`src/operand_address_sequencer_pkg.sv`:
```
package operand_address_sequencer_pkg;

  ////////////////////////////////////////////////////////////////////////////
  // Bus widths.
  localparam int ADDR_W = 16;
  localparam int DATA_W = 8;
  localparam int PAGE_BITS = 8;

  ////////////////////////////////////////////////////////////////////////////
  // Values after reset and address constants.
  localparam logic [15:0] COUNTER_RESET = 16'h0000;
  localparam logic [15:0] COUNTER_STEP = 16'h0001;
  localparam logic [7:0] ZERO_PAGE_HIGH = 8'h00;
  localparam logic [7:0] BYTE_RESET = 8'h00;

  ////////////////////////////////////////////////////////////////////////////
  // Opcode byte layout: operation in the upper six bits, mode in the lower two.
  localparam int MODE_LSB = 0;
  localparam int MODE_MSB = 1;
  localparam int OPER_LSB = 2;
  localparam int OPER_MSB = 7;

  typedef enum logic [1:0] {
    MODE_IMMEDIATE,
    MODE_ABSOLUTE,
    MODE_ZERO_PAGE,
    MODE_OTHER
  } addr_mode_t;

  typedef enum logic [5:0] {
    OPER_ADD,
    OPER_SUB,
    OPER_AND,
    OPER_OR,
    OPER_XOR,
    OPER_CMP_ACC,
    OPER_CMP_X,
    OPER_CMP_Y,
    OPER_LOAD_ACC,
    OPER_LOAD_X,
    OPER_LOAD_Y,
    OPER_SHIFT_LEFT,
    OPER_SHIFT_RIGHT,
    OPER_ROTATE_LEFT,
    OPER_BIT_TEST,
    OPER_INCREMENT,
    OPER_DECREMENT,
    OPER_STORE_ACC,
    OPER_STORE_X,
    OPER_STORE_Y,
    OPER_JUMP,
    OPER_CALL
  } operation_t;

  typedef enum logic [2:0] {
    ST_FETCH_OPCODE,
    ST_FETCH_LOW,
    ST_FETCH_HIGH,
    ST_OPERAND,
    ST_DECODE_ONLY
  } seq_state_t;

endpackage

```
`src/operand_address_sequencer.sv`:
```
// Contract
// - Immediate: opcode cycle, then operand at next location.
// - Immediate only for arithmetic, logic, compare, loads.
// - Absolute: opcode, address low, address high.
// - Cycle three fetches high, holds low byte.
// - Cycle four drives effective address, reads or writes.
// - Previous result commits during new opcode fetch.
// - Next opcode fetch follows effective-address cycle.
// - Jump and call load program counter, three cycles.
// - Other absolute instructions take four cycles.
// - Absolute accepted for listed operation classes.
// - Zero page: opcode plus one address byte.
// - Zero page forces high address byte zero.
// - Zero page takes three cycles, then fetch.
// - Zero-page operand cycle reads or writes page zero.
// - Pages of 256; page used only there.
// - Fetch cycles drive and increment program counter.
// - Zero page accepted except jump and call.
// - Immediate instruction occupies two program bytes.
// - Every instruction takes at least two cycles.
module operand_address_sequencer (
  input  wire logic        clock_i,
  input  wire logic        nrst_i,
  input  wire logic [7:0]  read_data_i,
  input  wire logic [7:0]  accumulator_i,
  input  wire logic [7:0]  index_x_i,
  input  wire logic [7:0]  index_y_i,
  output logic      [15:0] address_o,
  output logic      [7:0]  write_data_o,
  output logic             write_enable_o,
  output logic             opcode_fetch_o,
  output logic             commit_o,
  output logic      [7:0]  opcode_o,
  output logic      [7:0]  operand_o,
  output logic             operand_valid_o,
  output logic             illegal_opcode_o
);

  ////////////////////////////////////////////////////////////////////////////
  // State of the sequencer, held as one record.
  typedef struct packed {
    operand_address_sequencer_pkg::seq_state_t state;
    logic [15:0]                               program_counter_value;
    logic [15:0]                               address;
    logic [7:0]                                opcode;
    logic [7:0]                                effective_address_low_byte;
    logic [7:0]                                write_data;
    logic                                      write_enable;
    logic [7:0]                                operand;
    logic                                      operand_valid;
    logic                                      commit;
    logic                                      illegal;
    logic                                      opcode_fetch;
  } seq_regs_t;

  localparam seq_regs_t REGS_RESET = '{
    state:                      operand_address_sequencer_pkg::ST_FETCH_OPCODE,
    program_counter_value:      operand_address_sequencer_pkg::COUNTER_RESET,
    address:                    operand_address_sequencer_pkg::COUNTER_RESET,
    opcode:                     operand_address_sequencer_pkg::BYTE_RESET,
    effective_address_low_byte: operand_address_sequencer_pkg::BYTE_RESET,
    write_data:                 operand_address_sequencer_pkg::BYTE_RESET,
    write_enable:               1'b0,
    operand:                    operand_address_sequencer_pkg::BYTE_RESET,
    operand_valid:              1'b0,
    commit:                     1'b0,
    illegal:                    1'b0,
    opcode_fetch:               1'b1
  };

  seq_regs_t                                 r;
  seq_regs_t                                 next_r;
  logic [15:0]                               counter_inc;
  operand_address_sequencer_pkg::operation_t cur_oper;
  operand_address_sequencer_pkg::addr_mode_t cur_mode;
  operand_address_sequencer_pkg::operation_t new_oper;
  operand_address_sequencer_pkg::addr_mode_t new_mode;

  ////////////////////////////////////////////////////////////////////////////
  // Decoding helpers.

  // True where the operation accepts the addressing mode.
  function automatic logic mode_allowed(
    input operand_address_sequencer_pkg::operation_t op,
    input operand_address_sequencer_pkg::addr_mode_t m
  );
    logic ok;
    ok = 1'b0;
    case (op)
      operand_address_sequencer_pkg::OPER_ADD,
      operand_address_sequencer_pkg::OPER_SUB,
      operand_address_sequencer_pkg::OPER_AND,
      operand_address_sequencer_pkg::OPER_OR,
      operand_address_sequencer_pkg::OPER_XOR,
      operand_address_sequencer_pkg::OPER_CMP_ACC,
      operand_address_sequencer_pkg::OPER_CMP_X,
      operand_address_sequencer_pkg::OPER_CMP_Y,
      operand_address_sequencer_pkg::OPER_LOAD_ACC,
      operand_address_sequencer_pkg::OPER_LOAD_X,
      operand_address_sequencer_pkg::OPER_LOAD_Y:
        ok = (m != operand_address_sequencer_pkg::MODE_OTHER);
      operand_address_sequencer_pkg::OPER_SHIFT_LEFT,
      operand_address_sequencer_pkg::OPER_SHIFT_RIGHT,
      operand_address_sequencer_pkg::OPER_ROTATE_LEFT,
      operand_address_sequencer_pkg::OPER_BIT_TEST,
      operand_address_sequencer_pkg::OPER_INCREMENT,
      operand_address_sequencer_pkg::OPER_DECREMENT,
      operand_address_sequencer_pkg::OPER_STORE_ACC,
      operand_address_sequencer_pkg::OPER_STORE_X,
      operand_address_sequencer_pkg::OPER_STORE_Y:
        ok = (m == operand_address_sequencer_pkg::MODE_ABSOLUTE) ||
             (m == operand_address_sequencer_pkg::MODE_ZERO_PAGE);
      operand_address_sequencer_pkg::OPER_JUMP,
      operand_address_sequencer_pkg::OPER_CALL:
        ok = (m == operand_address_sequencer_pkg::MODE_ABSOLUTE);
      default:
        ok = 1'b0;
    endcase
    return ok;
  endfunction

  function automatic logic is_store(
    input operand_address_sequencer_pkg::operation_t op
  );
    return (op == operand_address_sequencer_pkg::OPER_STORE_ACC) ||
           (op == operand_address_sequencer_pkg::OPER_STORE_X) ||
           (op == operand_address_sequencer_pkg::OPER_STORE_Y);
  endfunction

  // Picks the register that a store writes.
  function automatic logic [7:0] store_value(
    input operand_address_sequencer_pkg::operation_t op,
    input logic [7:0]                                acc,
    input logic [7:0]                                x,
    input logic [7:0]                                y
  );
    logic [7:0] v;
    v = acc;
    if (op == operand_address_sequencer_pkg::OPER_STORE_X)
    begin
      v = x;
    end
    else if (op == operand_address_sequencer_pkg::OPER_STORE_Y)
    begin
      v = y;
    end
    return v;
  endfunction

  ////////////////////////////////////////////////////////////////////////////
  // Next-state logic. The bus address for the coming cycle is formed here
  // so that it leaves the block straight from a flip-flop.
  always_comb
  begin
    cur_oper = operand_address_sequencer_pkg::operation_t'(
      r.opcode[operand_address_sequencer_pkg::OPER_MSB:
               operand_address_sequencer_pkg::OPER_LSB]);
    cur_mode = operand_address_sequencer_pkg::addr_mode_t'(
      r.opcode[operand_address_sequencer_pkg::MODE_MSB:
               operand_address_sequencer_pkg::MODE_LSB]);
    new_oper = operand_address_sequencer_pkg::operation_t'(
      read_data_i[operand_address_sequencer_pkg::OPER_MSB:
                  operand_address_sequencer_pkg::OPER_LSB]);
    new_mode = operand_address_sequencer_pkg::addr_mode_t'(
      read_data_i[operand_address_sequencer_pkg::MODE_MSB:
                  operand_address_sequencer_pkg::MODE_LSB]);
    counter_inc = r.program_counter_value +
                  operand_address_sequencer_pkg::COUNTER_STEP;
    next_r = r;
    next_r.write_enable = 1'b0;
    next_r.operand_valid = 1'b0;
    next_r.commit = 1'b0;
    next_r.illegal = 1'b0;
    next_r.opcode_fetch = 1'b0;
    unique case (r.state)
      operand_address_sequencer_pkg::ST_FETCH_OPCODE:
      begin
        next_r.opcode = read_data_i;
        next_r.program_counter_value = counter_inc;
        next_r.address = counter_inc;
        if (mode_allowed(new_oper, new_mode))
        begin
          next_r.state = operand_address_sequencer_pkg::ST_FETCH_LOW;
        end
        else
        begin
          next_r.state = operand_address_sequencer_pkg::ST_DECODE_ONLY;
          next_r.illegal = 1'b1;
        end
      end
      operand_address_sequencer_pkg::ST_FETCH_LOW:
      begin
        next_r.program_counter_value = counter_inc;
        next_r.effective_address_low_byte = read_data_i;
        unique case (cur_mode)
          operand_address_sequencer_pkg::MODE_IMMEDIATE:
          begin
            next_r.operand = read_data_i;
            next_r.operand_valid = 1'b1;
            next_r.address = counter_inc;
            next_r.state = operand_address_sequencer_pkg::ST_FETCH_OPCODE;
            next_r.commit = 1'b1;
            next_r.opcode_fetch = 1'b1;
          end
          operand_address_sequencer_pkg::MODE_ABSOLUTE:
          begin
            next_r.address = counter_inc;
            next_r.state = operand_address_sequencer_pkg::ST_FETCH_HIGH;
          end
          operand_address_sequencer_pkg::MODE_ZERO_PAGE,
          operand_address_sequencer_pkg::MODE_OTHER:
          begin
            next_r.address = {operand_address_sequencer_pkg::ZERO_PAGE_HIGH,
                              read_data_i};
            next_r.write_enable = is_store(cur_oper);
            next_r.write_data = store_value(cur_oper, accumulator_i,
                                            index_x_i, index_y_i);
            next_r.state = operand_address_sequencer_pkg::ST_OPERAND;
          end
        endcase
      end
      operand_address_sequencer_pkg::ST_FETCH_HIGH:
      begin
        if ((cur_oper == operand_address_sequencer_pkg::OPER_JUMP) ||
            (cur_oper == operand_address_sequencer_pkg::OPER_CALL))
        begin
          next_r.program_counter_value = {read_data_i,
                                          r.effective_address_low_byte};
          next_r.address = {read_data_i, r.effective_address_low_byte};
          next_r.state = operand_address_sequencer_pkg::ST_FETCH_OPCODE;
          next_r.commit = 1'b1;
          next_r.opcode_fetch = 1'b1;
        end
        else
        begin
          next_r.program_counter_value = counter_inc;
          next_r.address = {read_data_i, r.effective_address_low_byte};
          next_r.write_enable = is_store(cur_oper);
          next_r.write_data = store_value(cur_oper, accumulator_i,
                                          index_x_i, index_y_i);
          next_r.state = operand_address_sequencer_pkg::ST_OPERAND;
        end
      end
      operand_address_sequencer_pkg::ST_OPERAND:
      begin
        if (!r.write_enable)
        begin
          next_r.operand = read_data_i;
          next_r.operand_valid = 1'b1;
        end
        next_r.address = r.program_counter_value;
        next_r.state = operand_address_sequencer_pkg::ST_FETCH_OPCODE;
        next_r.commit = 1'b1;
        next_r.opcode_fetch = 1'b1;
      end
      operand_address_sequencer_pkg::ST_DECODE_ONLY:
      begin
        // The counter is not advanced: the byte just read is refetched.
        next_r.address = r.program_counter_value;
        next_r.state = operand_address_sequencer_pkg::ST_FETCH_OPCODE;
        next_r.commit = 1'b1;
        next_r.opcode_fetch = 1'b1;
      end
    endcase
  end

  ////////////////////////////////////////////////////////////////////////////
  // State register.
  always_ff @(posedge clock_i)
  begin
    if (!nrst_i)
    begin
      r <= REGS_RESET;
    end
    else
    begin
      r <= next_r;
    end
  end

  ////////////////////////////////////////////////////////////////////////////
  // Outputs, each taken from the state register.
  // commit during opcode fetch
  assign commit_o = r.commit;
  assign address_o = r.address;
  assign write_data_o = r.write_data;
  assign write_enable_o = r.write_enable;
  assign opcode_fetch_o = r.opcode_fetch;
  assign opcode_o = r.opcode;
  assign operand_o = r.operand;
  assign operand_valid_o = r.operand_valid;
  assign illegal_opcode_o = r.illegal;

endmodule // operand_address_sequencer

```
`config.mk`:
```
export PLATFORM = sky130hd
export DESIGN_NAME = operand_address_sequencer
export DESIGN_NICKNAME = d
export VERILOG_FILES = /design/src/operand_address_sequencer_pkg.sv /design/src/operand_address_sequencer.sv
export SDC_FILE = /design/constraint.sdc
export NUM_CORES = 1
export LEC_CHECK = 0
export BUFFER_PORTS_ARGS = -buffer_cell sky130_fd_sc_hd__buf_2
export CORE_MARGIN = 4
export CORE_UTILIZATION = 50
export CTS_CLUSTER_SIZE = 10
export DETAILED_ROUTE_END_ITERATION = 8
export HOLD_SLACK_MARGIN = 0.03
export MAX_ROUTING_LAYER = met4
export PLACE_DENSITY = 0.77
export SYNTH_ARGS = -nofsm -noshare
export SYNTH_HDL_FRONTEND = slang
export SYNTH_SLANG_ARGS = --single-unit
export TNS_END_PERCENT = 50
```
`constraint.sdc`:
```
create_clock -name clock_i -period 1.7 [get_ports clock_i]
set_input_delay 0.17 -clock clock_i [delete_from_list [all_inputs] [get_ports clock_i]]
set_output_delay 0.17 -clock clock_i [all_outputs]
set_load 0.05 [all_outputs]
```
==> flow_summary_export.csv <==
group,metric,value,unit
synth,synth-main-ff-cell,"dfxtp_1",
timing,fin_worst_skew,5.769,ps
outcome,run_status,"completed",
synth,synth_common_cells,"dfxtp_1 (72), nor2_1 (44), buf_4 (42)",
route,first_pass_iters,6,
synth,synth.most_common_cell,"dfxtp_1",
synth,netlist_area,3841,um2
place,io_buffers,78,
grt,grt_pass1_wl,16680,um
clock_network,cts_tree,"built",
timing,slew_headroom,0.7017,
clock_network,cts_buffer_depth,2,
route,wl_met3,968,um
worst_hold_path,hp-class,"input port to register",
critical_path,worstSetupPathType,"register to register",
power_and_ir_drop,power_leakage,2.156,nW
place,dpl_cell_area,4397,um2
grt,first_global_vias,3412,
synth,ys_ff_latch,72,
cells_and_area,stdcell_area,4843,um2
cells_and_area,num_antenna_cells,0,
cells_and_area,drive_gt1_frac,0.3770,
synth,ys_seq_area_frac,0.3752,
clock_network,holdBufCountCts,0,
timing,hold_viol_final,0,
timing,finalCritPeriodShare,0.9873,
die,die_area,9149,um2
critical_path,crit_fanout,5,
flow_run,cap_violations,0,
critical_path,r2r_cells,7,
cells_and_area,finalNetCount,582,
die,core,7370,um2
timing,fin_crit,1678,ps
route,met1Wirelength,4719,um
die,num_rows,31,
clock_network,clk_latency,340,ps
grt,grt_overflow_total,0,
synth,synth_edf_count,0,
route,drtIter0Drc,242,
synth,synth_warnings,0,
route,routed_wl,10970,um
critical_path,required,1920,ps
clock_network,cts.htree.levels,3,
synth,synth_area_leader_cell,"dfxtp_1",
route,avgViaCountPerCell,5.752,
grt,grt_max_degree,29,
synth,yosysTopAreaCellShare,0.3752,
die,initial_core_util,0.5212,
die,ios,79,
worst_hold_path,hold_path_depth,3,
synth,syn-mean-instance-area,8.424,um2
route,maxUsedRoutingLayer,"met4",
route,num_vias,3727,
clock_network,clk_pin_slew,70,ps
timing,setup_viol,0,
die,die_h,95.65,um
critical_path,arrival,1900,ps
timing,tightest_slew,446.9,ps
route,dr_wl_met2,5021,um
clock_network,cts_sinks,72,
timing,holdWs,117.6,ps
critical_path,end_kind,"register",
place,hpwl,7662,um
grt,antenna_found_initial,0,
synth,syn-num-nets,493,
die,fp.dieW,95.65,um
critical_path,startpoint_type,"register",
route,ant_nets,0,
clock_network,cts-root-buf,"clkbuf_8",
cells_and_area,area_growth,26.09,%
timing,fmax,595.8,MHz
route,avgRoutedWirePerCell,16.93,um
synth,async_flop_share,0,
grt,track_usage,0.2442,
synth,synthTopCellsByArea,"dfxtp_1 (38%), buf_4 (8.2%), mux2i_1 (6.0%)",
clock_network,numCtsBuffers,9,
power_and_ir_drop,vdd_drop_max,0.4566,mV
synth,synth.distinct_cells,56,
place,place_congestion,0.9936,
route,post-route-drc-count,0,
power_and_ir_drop,power_density,790.5,nW/um2
timing,maxSlewViolCount,0,
synth,netlist_instances,456,
==> through the flow <==
step / instances / TNS, ps / util / setup slack [ps] / power (mW)
final: 648 / 0 / 0.6572 / 21.57 / 3.829
after global routing: 648 / -83.60 / 0.6572 / -36.73 / 3.995
after CTS: 638 / 0 / 0.6194 / 5.286 / 3.778
after detailed placement: 623 / -129.2 / 0.5966 / -57.40 / 2.650
after global placement: 623 / 0 / 0.5966 / 27.61 / 2.635
after floorplan: 456 / -7.078 / - / -7.078 / 2.398
==> cell usage in the layout (no fill, tap or decap), types with 7 or more instances in the layout <==
master,instances
inv_1,9
o21ai_0,19
nand2_1,39
o2bb2ai_1,8
nand3_1,10
o21ai_1,8
clkbuf_8,9
nor2_1,43
buf_2,78
nor2b_1,7
dfxtp_2,8
mux2_2,11
nor3_1,10
dfxtp_1,63
a222oi_1,7
a21oi_1,39
a22oi_1,7
mux2i_1,23
buf_4,57
==> report_power, final <==
| part | switching (mW) | internal [mW] | leakage (nW) |
|---|---|---|---|
| Clock | 0.610 | 0.521 | 0.0725 |
| Combinational | 0.542 | 0.346 | 1.50 |
| Sequential | 0.0552 | 1.75 | 0.589 |
==> final timing paths <==
check	startpoint	to	slack [ps]
worst max-delay path	r[71]$_SDFF_PN0_	r[66]$_SDFFE_PN0P_	20
worst min-delay path	accumulator_i[5]	write_data_o[5]$_SDFFE_PN0P_	120
worst max register to register	r[71]$_SDFF_PN0_	r[66]$_SDFFE_PN0P_	20
worst min register to register	write_data_o[1]$_SDFFE_PN0P_	write_data_o[1]$_SDFFE_PN0P_	460
==> kinds of logic after synthesis <==
family	share of synthesized area
multiplexers	0.09218
XOR/XNOR	0.006842
flip-flops	0.3752
AO/OA/AOI/OAI	0.1932
adder cells (fa/ha/maj)	0.009773
AND/OR/NAND/NOR	0.1938
buffers and inverters	0.1290
==> layer usage <==
layer / vias to the layer above / global-route usage
met2: 198 / 0.3712
met5: - / -
met4: 0 / 0.1055
met3: 31 / 0.04183
met1: 1729 / 0.3192
li1: 1769 / -
==> area by class of cell <==
class,count,area [um2]
Sequential cell,72,1455
Fill cell,610,2526
Multi-Input combinational cell,305,2058
Inverter,10,37.54
Tap cell,99,123.9
Timing Repair Buffer,147,1013
Clock inverter,3,20.02
Clock buffer,12,135.1
==> worst max-delay path, stage by stage, from the launching register on <==
cell,delay [ps]
dfxtp_2,340
buf_6,130
nor3b_4,220
and3_4,260
buf_8,140
nor2_4,40
a222oi_1,340
nor2_1,90
==> timing repair <==
item,in CTS,in global routing
setup buffers,0,8
setup endpoints to repair,4,32
pin swaps,0,16
cloned,0,2
gates resized for setup,3,43
==> registers in the layout (all words and copies together), names as in the netlist <==
name / count
address_o: 16
operand_valid_o: 1
operand_o: 8
commit_o: 1
write_enable_o: 1
opcode_fetch_o: 1
write_data_o: 8
r: 27
illegal_opcode_o: 1
opcode_o: 8
Note: power is estimated with default switching activity, not from simulation.
